[src/rtl/mspc_defs.vh]
`ifndef MSPC_DEFS_VH
`define MSPC_DEFS_VH

// Register offsets on the register port
`define MSPC_ADDR_STARTUP      8'h93
`define MSPC_ADDR_PROTECT      8'h94

// Reset values
`define MSPC_RST_STARTUP       16'h0000
`define MSPC_RST_PROTECT       16'h0000

// Start-up profile register fields
`define MSPC_SU_RSVD_BIT       15
`define MSPC_SU_SCALE_BIT      14
`define MSPC_SU_ACC2_HI        13
`define MSPC_SU_ACC2_LO        11
`define MSPC_SU_ACC1_HI        10
`define MSPC_SU_ACC1_LO        8
`define MSPC_SU_THR_HI         7
`define MSPC_SU_THR_LO         3
`define MSPC_SU_ALIGN_HI       2
`define MSPC_SU_ALIGN_LO       0
`define MSPC_SU_WR_MASK        16'h7FFF

// Protection register fields
`define MSPC_PR_OT_HI          15
`define MSPC_PR_OT_LO          14
`define MSPC_PR_LOCK_HI        13
`define MSPC_PR_LOCK_LO        8
`define MSPC_PR_ACC_HI         7
`define MSPC_PR_ACC_LO         4
`define MSPC_PR_LCAP_HI        3
`define MSPC_PR_LCAP_LO        1
`define MSPC_PR_RANGE_BIT      0

// Second-order rate, units of 0.0001 Hz/s^2, fast then slow table
`define MSPC_A2_F0 20'h8B290
`define MSPC_A2_F1 20'h46CD0
`define MSPC_A2_F2 20'h222E0
`define MSPC_A2_F3 20'h10D88
`define MSPC_A2_F4 20'h080E8
`define MSPC_A2_F5 20'h03E80
`define MSPC_A2_F6 20'h01F40
`define MSPC_A2_S0 20'h00898
`define MSPC_A2_S1 20'h0044C
`define MSPC_A2_S2 20'h00226
`define MSPC_A2_S3 20'h0010E
`define MSPC_A2_S4 20'h00082
`define MSPC_A2_S5 20'h0003F
`define MSPC_A2_S6 20'h0001F
`define MSPC_A2_ZERO 20'h00000

// First-order rate, units of 0.001 Hz/s, fast then slow table
`define MSPC_A1_F0 17'h128E0
`define MSPC_A1_F1 17'h09470
`define MSPC_A1_F2 17'h04A38
`define MSPC_A1_F3 17'h023F0
`define MSPC_A1_F4 17'h01194
`define MSPC_A1_F5 17'h00834
`define MSPC_A1_F6 17'h00384
`define MSPC_A1_F7 17'h0012C
`define MSPC_A1_S0 17'h012C0
`define MSPC_A1_S1 17'h00960
`define MSPC_A1_S2 17'h004B0
`define MSPC_A1_S3 17'h00244
`define MSPC_A1_S4 17'h00118
`define MSPC_A1_S5 17'h00082
`define MSPC_A1_S6 17'h00038
`define MSPC_A1_S7 17'h00013

// Handover speed, units of 0.1 Hz
`define MSPC_THR_STEP_LO  11'h008
`define MSPC_THR_STEP_HI  11'h080
`define MSPC_THR_BASE_HI  11'h077

// Alignment time, units of 1 ms
`define MSPC_AL_0 13'h14B4
`define MSPC_AL_1 13'h0A8C
`define MSPC_AL_2 13'h0514
`define MSPC_AL_3 13'h029E
`define MSPC_AL_4 13'h014A
`define MSPC_AL_5 13'h00A0
`define MSPC_AL_6 13'h0050
`define MSPC_AL_7 13'h0028

// Currents, units of 1 mA
`define MSPC_OT_1  12'h3E8
`define MSPC_OT_2  12'h640
`define MSPC_OT_3  12'h7D0
`define MSPC_ACC_STEP   12'h0C8
`define MSPC_LK_R0_0    12'h9C4
`define MSPC_LK_R0_1    12'h76C
`define MSPC_LK_R0_2    12'h5DC
`define MSPC_LK_R0_3    12'h384
`define MSPC_LK_R1_STEP 12'h190

`endif

[src/rtl/mspc_accel_decode.v]
`timescale 1ns/100ps
`include "mspc_defs.vh"

// Start-up acceleration tables, purely combinational
module mspc_accel_decode (
   // Fields
   input  wire        scale_slow,
   input  wire [2:0]  accel2_code,
   input  wire [2:0]  accel1_code,
   // Decoded rates
   output reg  [19:0] accel2_rate,
   output reg  [16:0] accel1_rate
);

   // Second-order table; top code forces zero with either scale bit
   always @* begin
      case ({scale_slow, accel2_code})
         4'h0: accel2_rate = `MSPC_A2_F0;
         4'h1: accel2_rate = `MSPC_A2_F1;
         4'h2: accel2_rate = `MSPC_A2_F2;
         4'h3: accel2_rate = `MSPC_A2_F3;
         4'h4: accel2_rate = `MSPC_A2_F4;
         4'h5: accel2_rate = `MSPC_A2_F5;
         4'h6: accel2_rate = `MSPC_A2_F6;
         4'h8: accel2_rate = `MSPC_A2_S0;
         4'h9: accel2_rate = `MSPC_A2_S1;
         4'hA: accel2_rate = `MSPC_A2_S2;
         4'hB: accel2_rate = `MSPC_A2_S3;
         4'hC: accel2_rate = `MSPC_A2_S4;
         4'hD: accel2_rate = `MSPC_A2_S5;
         4'hE: accel2_rate = `MSPC_A2_S6;
         default: accel2_rate = `MSPC_A2_ZERO;
      endcase
   end

   // First-order table, rate falls as the code rises
   always @* begin
      case ({scale_slow, accel1_code})
         4'h0: accel1_rate = `MSPC_A1_F0;
         4'h1: accel1_rate = `MSPC_A1_F1;
         4'h2: accel1_rate = `MSPC_A1_F2;
         4'h3: accel1_rate = `MSPC_A1_F3;
         4'h4: accel1_rate = `MSPC_A1_F4;
         4'h5: accel1_rate = `MSPC_A1_F5;
         4'h6: accel1_rate = `MSPC_A1_F6;
         4'h7: accel1_rate = `MSPC_A1_F7;
         4'h8: accel1_rate = `MSPC_A1_S0;
         4'h9: accel1_rate = `MSPC_A1_S1;
         4'hA: accel1_rate = `MSPC_A1_S2;
         4'hB: accel1_rate = `MSPC_A1_S3;
         4'hC: accel1_rate = `MSPC_A1_S4;
         4'hD: accel1_rate = `MSPC_A1_S5;
         4'hE: accel1_rate = `MSPC_A1_S6;
         default: accel1_rate = `MSPC_A1_S7;
      endcase
   end

endmodule

[src/rtl/mspc_config_top.v]
// Function
// - Scale bit picks fast or slow table
// - Second-order code selects halving quadratic rate
// - Second-order code 111 gives zero acceleration
// - First-order code selects falling linear rate
// - Low range: handover speed n times 0.8Hz
// - High range: 12.8Hz times (n-16) plus 11.9Hz
// - Alignment time 5.3s halving to 0.04s
// - Overtemp cap none, 1A, 1.6A, 2A
// - Bit 13 enables closed-loop stuck detection
// - Bit 12 enables open-loop stuck detection
// - Bit 11 enables no-motor fault detection
// - Bit 10 enables torque constant fault detection
// - Bit 9 enables abnormal speed detection
// - Bit 8 enables current lock detection
// - Acceleration cap off at zero, else n*0.2A
// - Range 0 lock cap table, top bit ignored
// - Range 1 lock cap 0.4A steps to 3.2A
// - Bit 0 selects lock cap range
// - Protection register at 0x94, reset zero, RW
`timescale 1ns/100ps
`include "mspc_defs.vh"

module mspc_config_top (
   // Clock and reset
   input  wire        sys_clk,
   input  wire        rst_b,
   // Register port
   input  wire [7:0]  reg_addr,
   input  wire        reg_wr,
   input  wire [15:0] reg_wdata,
   input  wire        reg_rd,
   output reg  [15:0] reg_rdata,
   output reg         reg_rd_valid,
   output reg         reg_miss,
   // Start-up profile settings
   output reg  [19:0] accel2_rate,
   output reg  [16:0] accel1_rate,
   output reg  [10:0] handover_speed,
   output reg         handover_valid,
   output reg  [12:0] align_time_ms,
   // Protection settings
   output reg  [11:0] overtemp_cap_ma,
   output reg         overtemp_cap_en,
   output reg  [11:0] accel_cap_ma,
   output reg         accel_cap_en,
   output reg  [11:0] lock_cap_ma,
   output reg         closed_loop_stuck_detect_en,
   output reg         open_loop_stuck_detect_en,
   output reg         no_motor_detect_en,
   output reg         torque_const_fault_detect_en,
   output reg         speed_fault_detect_en,
   output reg         current_lock_detect_en
);

   // Address decode, used by both the write and the read path
   function addr_hit;
      input [7:0] addr;
      input [7:0] offset;
      begin
         addr_hit = (addr == offset);
      end
   endfunction

   // Alignment time, each code roughly halves the time
   function [12:0] align_lookup;
      input [2:0] code;
      begin
         case (code)
            3'h0: align_lookup = `MSPC_AL_0;
            3'h1: align_lookup = `MSPC_AL_1;
            3'h2: align_lookup = `MSPC_AL_2;
            3'h3: align_lookup = `MSPC_AL_3;
            3'h4: align_lookup = `MSPC_AL_4;
            3'h5: align_lookup = `MSPC_AL_5;
            3'h6: align_lookup = `MSPC_AL_6;
            default: align_lookup = `MSPC_AL_7;
         endcase
      end
   endfunction

   // Stored registers
   reg  [15:0] startup_profile_config;
   reg  [15:0] protection_limit_config;

   // Field views
   wire        accel_scale_select;
   wire [2:0]  startup_accel_second_order;
   wire [2:0]  startup_accel_first_order;
   wire [4:0]  open_to_closed_speed_threshold;
   wire [2:0]  rotor_align_duration;
   wire [1:0]  overtemp_current_cap;
   wire [5:0]  lock_detect_en;
   wire [3:0]  accel_current_cap;
   wire [2:0]  lock_current_cap;
   wire        lock_cap_range_select;

   // Combinational decode results
   wire [19:0] next_accel2_rate;
   wire [16:0] next_accel1_rate;
   wire [11:0] next_overtemp_cap_ma;
   wire        next_overtemp_cap_en;
   wire [11:0] next_accel_cap_ma;
   wire        next_accel_cap_en;
   wire [11:0] next_lock_cap_ma;
   reg  [10:0] next_handover_speed;
   wire [15:0] next_rdata;
   wire        hit_startup;
   wire        hit_protect;
   wire [10:0] thr_low_bits;

   assign hit_startup = addr_hit(reg_addr, `MSPC_ADDR_STARTUP);
   assign hit_protect = addr_hit(reg_addr, `MSPC_ADDR_PROTECT);

   // Field slices of the start-up register
   assign accel_scale_select         = startup_profile_config[
                                          `MSPC_SU_SCALE_BIT];
   assign startup_accel_second_order = startup_profile_config[
                                          `MSPC_SU_ACC2_HI:`MSPC_SU_ACC2_LO];
   assign startup_accel_first_order  = startup_profile_config[
                                          `MSPC_SU_ACC1_HI:`MSPC_SU_ACC1_LO];
   assign open_to_closed_speed_threshold = startup_profile_config[
                                          `MSPC_SU_THR_HI:`MSPC_SU_THR_LO];
   assign rotor_align_duration       = startup_profile_config[
                                          `MSPC_SU_ALIGN_HI:`MSPC_SU_ALIGN_LO];

   // Field slices of the protection register
   assign overtemp_current_cap  = protection_limit_config[
                                     `MSPC_PR_OT_HI:`MSPC_PR_OT_LO];
   assign lock_detect_en        = protection_limit_config[
                                     `MSPC_PR_LOCK_HI:`MSPC_PR_LOCK_LO];
   assign accel_current_cap     = protection_limit_config[
                                     `MSPC_PR_ACC_HI:`MSPC_PR_ACC_LO];
   assign lock_current_cap      = protection_limit_config[
                                     `MSPC_PR_LCAP_HI:`MSPC_PR_LCAP_LO];
   assign lock_cap_range_select = protection_limit_config[
                                     `MSPC_PR_RANGE_BIT];

   // Register writes; the reserved top start-up bit never stores a one
   always @(posedge sys_clk) begin
      if (!rst_b) begin
         startup_profile_config  <= `MSPC_RST_STARTUP;
         protection_limit_config <= `MSPC_RST_PROTECT;
      end else if (reg_wr) begin
         if (hit_startup) begin
            startup_profile_config <= reg_wdata & `MSPC_SU_WR_MASK;
         end
         if (hit_protect) begin
            protection_limit_config <= reg_wdata;
         end
      end
   end

   // Read mux; unmapped offsets read as zero
   assign next_rdata = hit_startup ? startup_profile_config :
                       hit_protect ? protection_limit_config :
                       16'h0000;

   // Read answer one cycle after the request, with a miss flag
   always @(posedge sys_clk) begin
      if (!rst_b) begin
         reg_rdata    <= 16'h0000;
         reg_rd_valid <= 1'b0;
         reg_miss     <= 1'b0;
      end else begin
         reg_rd_valid <= reg_rd;
         reg_miss     <= (reg_rd | reg_wr) & ~hit_startup & ~hit_protect;
         if (reg_rd) begin
            reg_rdata <= next_rdata;
         end
      end
   end

   // Acceleration tables
   mspc_accel_decode u_accel (
      .scale_slow  (accel_scale_select),
      .accel2_code (startup_accel_second_order),
      .accel1_code (startup_accel_first_order),
      .accel2_rate (next_accel2_rate),
      .accel1_rate (next_accel1_rate)
   );

   // Current caps
   mspc_current_decode u_current (
      .overtemp_current_cap  (overtemp_current_cap),
      .accel_current_cap     (accel_current_cap),
      .lock_current_cap      (lock_current_cap),
      .lock_cap_range_select (lock_cap_range_select),
      .overtemp_cap_ma       (next_overtemp_cap_ma),
      .overtemp_cap_en       (next_overtemp_cap_en),
      .accel_cap_ma          (next_accel_cap_ma),
      .accel_cap_en          (next_accel_cap_en),
      .lock_cap_ma           (next_lock_cap_ma)
   );

   assign thr_low_bits = {7'h00, open_to_closed_speed_threshold[3:0]};

   // Handover speed in 0.1 Hz; the high range has a coarser step
   always @* begin
      if (open_to_closed_speed_threshold[4]) begin
         next_handover_speed = thr_low_bits * `MSPC_THR_STEP_HI
                               + `MSPC_THR_BASE_HI;
      end else begin
         next_handover_speed = thr_low_bits * `MSPC_THR_STEP_LO;
      end
   end

   // Decoded settings are registered so outputs change one cycle after
   // the stored register, keeping the control loop glitch free
   always @(posedge sys_clk) begin
      if (!rst_b) begin
         accel2_rate    <= `MSPC_A2_F0;
         accel1_rate    <= `MSPC_A1_F0;
         handover_speed <= 11'h000;
         handover_valid <= 1'b0;
         align_time_ms  <= `MSPC_AL_0;
      end else begin
         accel2_rate    <= next_accel2_rate;
         accel1_rate    <= next_accel1_rate;
         handover_speed <= next_handover_speed;
         // Zero in the low range is no usable handover speed
         handover_valid <= (open_to_closed_speed_threshold != 5'h00);
         align_time_ms  <= align_lookup(rotor_align_duration);
      end
   end

   // Protection outputs, same one-cycle latency
   always @(posedge sys_clk) begin
      if (!rst_b) begin
         overtemp_cap_ma <= 12'h000;
         overtemp_cap_en <= 1'b0;
         accel_cap_ma    <= 12'h000;
         accel_cap_en    <= 1'b0;
         lock_cap_ma     <= `MSPC_LK_R0_0;
      end else begin
         overtemp_cap_ma <= next_overtemp_cap_ma;
         overtemp_cap_en <= next_overtemp_cap_en;
         accel_cap_ma    <= next_accel_cap_ma;
         accel_cap_en    <= next_accel_cap_en;
         lock_cap_ma     <= next_lock_cap_ma;
      end
   end

   // Lock detection enables, one bit each
   always @(posedge sys_clk) begin
      if (!rst_b) begin
         closed_loop_stuck_detect_en  <= 1'b0;
         open_loop_stuck_detect_en    <= 1'b0;
         no_motor_detect_en           <= 1'b0;
         torque_const_fault_detect_en <= 1'b0;
         speed_fault_detect_en        <= 1'b0;
         current_lock_detect_en       <= 1'b0;
      end else begin
         closed_loop_stuck_detect_en  <= lock_detect_en[5];
         open_loop_stuck_detect_en    <= lock_detect_en[4];
         no_motor_detect_en           <= lock_detect_en[3];
         torque_const_fault_detect_en <= lock_detect_en[2];
         speed_fault_detect_en        <= lock_detect_en[1];
         current_lock_detect_en       <= lock_detect_en[0];
      end
   end

endmodule

[src/rtl/mspc_current_decode.v]
`timescale 1ns/100ps
`include "mspc_defs.vh"

// Current caps of the protection register, combinational
module mspc_current_decode (
   // Fields
   input  wire [1:0]  overtemp_current_cap,
   input  wire [3:0]  accel_current_cap,
   input  wire [2:0]  lock_current_cap,
   input  wire        lock_cap_range_select,
   // Decoded limits in mA
   output reg  [11:0] overtemp_cap_ma,
   output wire        overtemp_cap_en,
   output wire [11:0] accel_cap_ma,
   output wire        accel_cap_en,
   output reg  [11:0] lock_cap_ma
);

   wire [15:0] accel_prod;
   wire [11:0] lock_steps;

   // Overtemperature cap; code zero defers to the acceleration cap
   always @* begin
      case (overtemp_current_cap)
         2'h1: overtemp_cap_ma = `MSPC_OT_1;
         2'h2: overtemp_cap_ma = `MSPC_OT_2;
         2'h3: overtemp_cap_ma = `MSPC_OT_3;
         default: overtemp_cap_ma = accel_cap_ma;
      endcase
   end
   assign overtemp_cap_en = (overtemp_current_cap != 2'h0);

   // Acceleration cap is n steps of 0.2 A, zero disables it
   assign accel_prod   = accel_current_cap * `MSPC_ACC_STEP;
   assign accel_cap_ma = accel_prod[11:0];
   assign accel_cap_en = (accel_current_cap != 4'h0);

   // Lock cap: table range ignores the top bit, linear range does not
   assign lock_steps = {9'h000, lock_current_cap} + 12'h001;
   always @* begin
      if (lock_cap_range_select) begin
         lock_cap_ma = lock_steps * `MSPC_LK_R1_STEP;
      end else begin
         case (lock_current_cap[1:0])
            2'h0: lock_cap_ma = `MSPC_LK_R0_0;
            2'h1: lock_cap_ma = `MSPC_LK_R0_1;
            2'h2: lock_cap_ma = `MSPC_LK_R0_2;
            default: lock_cap_ma = `MSPC_LK_R0_3;
         endcase
      end
   end

endmodule

[config.mk]
export PLATFORM = sky130hd
export DESIGN_NAME = mspc_config_top
export DESIGN_NICKNAME = d
export VERILOG_FILES = /design/src/rtl/mspc_accel_decode.v /design/src/rtl/mspc_config_top.v /design/src/rtl/mspc_current_decode.v
export VERILOG_INCLUDE_DIRS = /design/src /design/src/rtl
export SDC_FILE = /design/constraint.sdc
export NUM_CORES = 1
export LEC_CHECK = 0
export ABC_AREA = 0
export BUFFER_PORTS_ARGS = -buffer_cell sky130_fd_sc_hd__buf_2
export CAP_MARGIN = 20
export CORE_UTILIZATION = 47
export DETAILED_ROUTE_END_ITERATION = 8
export GPL_ROUTABILITY_DRIVEN = 0
export PLACE_DENSITY = 0.8
export SETUP_SLACK_MARGIN = 0.05
export SLEW_MARGIN = 20
export SYNTH_ARGS = -nofsm -noshare
export SYNTH_HDL_FRONTEND = slang
export SYNTH_SLANG_ARGS = --single-unit
[constraint.sdc]
create_clock -name sys_clk -period 2.12 [get_ports sys_clk]
set_input_delay 0.318 -clock sys_clk [delete_from_list [all_inputs] [get_ports sys_clk]]
set_output_delay 0.318 -clock sys_clk [all_outputs]
set_load 0.05 [all_outputs]
* After elaboration in Yosys (flattened, before gate mapping)
Memories as Yosys holds them, arrays and structs flattened. A register that Yosys moved wholly into a read port is not among the register bits.
Cells that the tools add are included.
** Storage, ports and cells
- Bits in registers :: 118
- ROM bits :: 592
- Bits of input ports :: 28
- Logic and storage cells :: 65
- Memories kept :: 2
** Operators by class
- Add/sub/neg operators :: 2
- $mul :: 2
- Equality and inequality tests :: 13
- Multiplexer cells :: 7
- Bitwise gates (word level) :: 6
- Reduce and logical (&&, ||, !) cells :: 11
** Memories
- (name not given) :: depth 16, width 20, read ports 1, clocked after memory_dff 1, write ports 0, RTL line mspc_accel_decode.v:17 : case ({scale_slow, accel2_code})
- (name not given) :: depth 16, width 17, read ports 1, clocked after memory_dff 1, write ports 0, RTL line mspc_accel_decode.v:38 : case ({scale_slow, accel1_code})
** Operators with widths (number)
- 13-bit case mux with 7 select lines :: 1
- 12-bit case mux with 3 select lines :: 2
- 16-bit two-way mux :: 2
- 8-bit == test, second input constant :: 2
- 12-bit by 5-bit multiplier with 8-bit output, second input constant :: 1
- 12-bit two-way mux :: 1
- 11-bit by 7-bit adder with 11-bit output, second input constant :: 1
- 3-bit == test, second input constant :: 3
- 4-bit by 5-bit multiplier with 9-bit output, second input constant :: 1
- 7-bit two-way mux :: 1
- 2-bit == test, second input constant :: 3
- 3-bit by 2-bit == test with 1-bit output, second input constant :: 2
- 2-bit AND reduction :: 3
- 5-bit nonzero test :: 1
- 3-bit by 1-bit adder with 4-bit output, second input constant :: 1
- 2-bit by 1-bit == test with 1-bit output, second input constant :: 2
- 4-bit nonzero test :: 1
- 3-bit by 1-bit == test with 1-bit output, second input constant :: 1
- 3-bit zero test :: 1
- 1-bit NOT :: 3
- 1-bit AND :: 2
- 1-bit zero test :: 2
- 2-bit zero test :: 1
- 2-bit nonzero test :: 1
- 2 further kinds :: 2

* Longest topological paths before layout
- Depth in word-level cells :: 4
- Mapped depth :: 9

* By module
A second synthesis with hierarchy kept.
** Second synthesis, totals
- Cell total of the unflattened synthesis :: 629
- Area total of the unflattened synthesis :: 6299.8 um2
** Modules (own cells, without submodules)
- mspc_config_top :: instances 1, cells an instance 424, area an instance 4787.1 um2, seq. area each 3042.9 um2
- mspc_accel_decode :: instances 1, cells an instance 109, area an instance 763.2 um2, seq. area each 0.0 um2
- mspc_current_decode :: instances 1, cells an instance 96, area an instance 749.5 um2, seq. area each 0.0 um2

* Worst setup path after synthesis
Ideal clock, no wire load.
- Path kind :: flip-flop to flip-flop
- Start :: register protection_limit_config[1]
- End :: register lock_cap_ma[10]
- Data arrival time :: 2026 ps
- Required time :: 1988 ps
- Slack :: -37 ps
- Cell stages (with the launch flop) :: 8
- Buffers on the path :: 0
- Clock period less this slack :: 2157 ps
- Cells stage by stage :: dfxtp_1 -> inv_1 -> ha_1 -> and2_1 -> or2_2 -> fa_1 -> xor2_1 -> o22ai_1
** On the way
- Longest elaborated chain between the ends :: 3
- Elaborated cells on any way between the ends :: 7
- Those cells by class :: add/sub (1); mul (1); eq/ne (2); mux (2); reduce/logical (1)
** RTL lines
- from (decl) :: RTL line mspc_config_top.v:84 : reg [15:0] protection_limit_config;
- from (signal assigned) :: RTL line mspc_config_top.v:143 : protection_limit_config <= `MSPC_RST_PROTECT;
- from (signal assigned) :: RTL line mspc_config_top.v:149 : protection_limit_config <= reg_wdata;
- 3-bit by 1-bit adder with 4-bit output (tied with other cells) :: RTL line mspc_current_decode.v:39 : assign lock_steps = {9'h000, lock_current_cap} + 12'h001;
- 12-bit by 5-bit multiplier with 8-bit output (no source line) / 12-bit case mux with 3 select lines (equally long branches)
- 12-bit two-way mux (*) :: RTL line mspc_current_decode.v:41 : if (lock_cap_range_select) begin
- to (signal assigned) :: RTL line mspc_config_top.v:234 : lock_cap_ma <= `MSPC_LK_R0_0;
- to (signal assigned) :: RTL line mspc_config_top.v:240 : lock_cap_ma <= next_lock_cap_ma;
- to (decl) :: RTL line mspc_config_top.v:47 : output reg [11:0] lock_cap_ma,
Every way passes the cells marked *; elsewhere a longest branch is shown, timed or not.
A chain may end at the register's enable or synchronous reset.

* Worst setup path after layout
- Start :: register protection_limit_config[1]
- End :: register lock_cap_ma[9]
The elaborated chain is that of the path after synthesis.

==> out/results.ini <==
[yosys]
synth_largest_area_cell=dfxtp_1
ys_seq_elements=143
synthXorXnorAreaFrac_pct=1.39
synth_top_family_by_area=simple AND/OR/NAND/NOR gates
synth-main-ff-cell=dfxtp_1
netlist_top_cells_area=dfxtp_1 50%, ha_1 7.5%, mux2i_1 6.3%
yosysTopAreaCellShare_pct=50.4
synth_fa_ha_area_share_pct=8.20
yosys_warnings=0
yosysSeqAreaShare_pct=50.4
async_flop_share_pct=0
synthCells=569
synthSimpleGateAreaFrac_pct=14.4
synth_compound_area_share_pct=12.1
synthesis.area_um2=5680
synth.distinct_cells=57
avgSynthCellArea_um2=9.98
synth_edf_count=0
synthMuxAreaShare_pct=6.94

[global_routing]
grt_use_total_pct=23.0
grt_start_max_net_pins=54
grt_pass1_vias=4552
grt_pass1_wl_um=22400
antenna_found_initial=1
grt-ovfl-total=0

[run_status]
outcome=complete, but fails checks
violations=design-rule violations

[place]
dp_slack_ns=0.00799
portBuffers=142
dpl.hpwl_um=10000

[sta]
hold_viol_final=0
clock_skew_ns=0.00560
whs_ns=0.170
worst_slew_pin_slew_ns=0.681
min_period_over_period_pct=95.9
timing.fmax_mhz=492
slew_headroom_pct=54.6
postLayoutSetupSlackWorst_ns=0.0866
setup_viol=0
drv_slew=0
final.min_clock_period_ns=2.03
setup_tns_ns=0
rsz0062_at_grt=true

[floorplanning]
io_pins=152
fp.dieH_um=112
fp.coreArea_um2=11600
design.die.area_um2=12500
core.rowCount=39
die_w_um=112
initial_core_util_pct=48.9

[drt]
drc=8
vias_per_cell=5.26
initialDrtViolationCount=261
vias=4579
drt-total-wl_um=13800
wl_per_cell_um=15.8
dr.pass1.iters=7
antenna_left=0

[cts]
cts-root-buf=clkbuf_16
clk_latency_ns=0.41
cts_buffer_depth=2
h-tree-depth=4
cts_num_sinks=143
cts_buffers=17
path_clk_slew_ns=0.06
cts_tree=built

[worst_hold_path]
whs_endpoint=protection_limit_config[15]
hold_depth=3
hold_class=in2reg
hp-start=reg_wdata[15]

[setup_path]
reg2reg_from=protection_limit_config[1]
worstReg2RegEnd=lock_cap_ma[9]
startpoint_type=flop
r2r_setup_slack_ns=0.09
cp-end-kind=flop
worstPathArrival_ns=2.36
critical_path_class=reg2reg
crit_required_ns=2.45
r2r.worst_path.cells=6
crit_fanout=8
worstSetupStartpoint=protection_limit_config[1]

[pwr]
peakVddDrop_mv=0.450
powerDensity_nw_per_um2=824
leakagePower_nw=3.33

[flow_run]
cap_violations=0

[layout]
syn_to_final_growth_pct=27.1
drive_gt1_share_pct=29.8
final_nets=778

==> critical path, cell delays in order, from the launching register on <==
cell	delay [ns]
dfxtp_4	0.38
ha_4	0.18
xor2_2	0.15
and2_1	0.20
or2_2	0.32
fa_1	0.48
a211oi_1	0.24
==> synth_stat cells, types with 2 or more instances <==
master and n:
a211o_1 3, a211oi_1 4, a21oi_1 19, a22o_1 15, a31oi_1 2, a32o_1 15, and2_1 6, and3_1 11
buf_4 13, clkbuf_1 29, clkinv_1 3, dfxtp_1 143, fa_1 2, ha_1 34, inv_1 34, mux2i_1 36
nand2_1 68, nand2b_1 9, nand3_1 2, nand3b_1 2, nand4b_1 3, nor2_1 35, nor2b_1 4, nor3_1 7
nor3b_1 2, nor4_1 2, o211a_1 3, o211ai_1 2, o21a_1 4, o21ai_0 19, o31ai_1 2, or2_2 4
xnor2_1 6, xor2_1 3
==> state kept, by name, indices dropped and copies added (netlist names) <==
register	cells
accel2_rate	19
accel1_rate	17
protection_limit_config	16
reg_rdata	16
startup_profile_config	15
align_time_ms	12
lock_cap_ma	10
accel_cap_ma	9
handover_speed	9
overtemp_cap_ma	9
accel_cap_en	1
closed_loop_stuck_detect_en	1
current_lock_detect_en	1
handover_valid	1
no_motor_detect_en	1
open_loop_stuck_detect_en	1
overtemp_cap_en	1
reg_miss	1
reg_rd_valid	1
speed_fault_detect_en	1
torque_const_fault_detect_en	1
==> layer usage <==
layer	GRT usage, %	vias to the layer above	share of wire, %
met5	0	-	0
met4	11.4	0	2.6
met3	5.28	31	5.8
met2	37.1	171	48
met1	28.9	2168	43
li1	-	2209	-
==> cell type report <==
cell class,instances,area (um^2)
Timing Repair Buffer,162,873
Antenna cell,1,2.50
Clock inverter,9,131
Fill cell,935,4400
Inverter,37,139
Multi-Input combinational cell,353,2530
Tap cell,143,179
Sequential cell,143,2870
Clock buffer,22,484
==> power breakdown <==
group	switching (mW)	leakage, nW	internal, mW	total (mW)
Clock	1.09	0.295	1.97	3.06
Combinational	0.144	1.88	0.0483	0.193
Sequential	0.00245	1.16	2.69	2.69
Total	1.24	3.33	4.71	5.95
==> how the worst max path moves through the flow <==
stage / to / slack, ns / cells past startpoint
floorplan: lock_cap_ma[10] / 0.13 / 7
global placement: lock_cap_ma[10] / 0.08 / 7
detailed placement: lock_cap_ma[9] / 0.008 / 6
CTS: lock_cap_ma[9] / 0.07 / 6
global route: overtemp_cap_ma[11] / 0.04 / 7
finish: lock_cap_ma[9] / 0.09 / 6
==> per-stage QoR <==
| step | cell area (um^2) | std cells | util [%] | total power, mW |
|---|---|---|---|---|
| after floorplan | 5730 | 578 | - | 2.89 |
| after global placement | 6540 | 835 | 56.3 | 2.94 |
| after detailed placement | 6540 | 835 | 56.3 | 2.94 |
| after CTS | 7180 | 866 | 61.8 | 5.99 |
| after global routing | 7220 | 870 | 62.1 | 6.12 |
| final | 7220 | 870 | 62.1 | 5.95 |
==> cells by family after synthesis <==
group / count (synthesis)
xor gates and xnor gates: 9
adders and majority gates: 36
and+or+nand+nor: 165
other: 1
buffers and inverters: 82
muxes: 38
DFF: 143
AOI/OAI and AO/OA: 95
==> placed cells by master (no fill, tap or decap), drive strengths merged, types with 2 or more instances in the layout <==
cell / Yosys / final
a211oi: 4 / 4
clkinv: 3 / 5
nand2b: 9 / 9
nand3: 2 / 2
a31oi: 2 / 2
o211a: 3 / 3
inv: 34 / 35
xor2: 3 / 3
xnor2: 6 / 6
dfxtp: 143 / 143
nor3: 8 / 8
ha: 34 / 34
mux2i: 36 / 36
nor2b: 4 / 4
nor2: 35 / 35
a32o: 15 / 15
or2: 4 / 4
and2: 7 / 7
nand3b: 2 / 2
o21ai: 19 / 19
nor4: 4 / 4
and3: 11 / 11
o31ai: 2 / 2
nand4b: 3 / 3
bufinv: 0 / 3
conb: 1 / 10
a211o: 3 / 3
o21a: 4 / 4
nand2: 68 / 68
fa: 2 / 2
o211ai: 2 / 2
buf: 16 / 162
a21oi: 19 / 19
clkbuf: 29 / 22
clkinvlp: 0 / 3
a22o: 15 / 15
nor3b: 2 / 2
==> what timing repair did <==
action / 4_1_cts / 5_1_grt
setup endpoints to repair: 3 / 5
setup buffers: 0 / 3
hold buffers: 0 / 0
pin swaps: 0 / 2
resized for setup: 5 / 6
(Power assumes the default switching activity.)
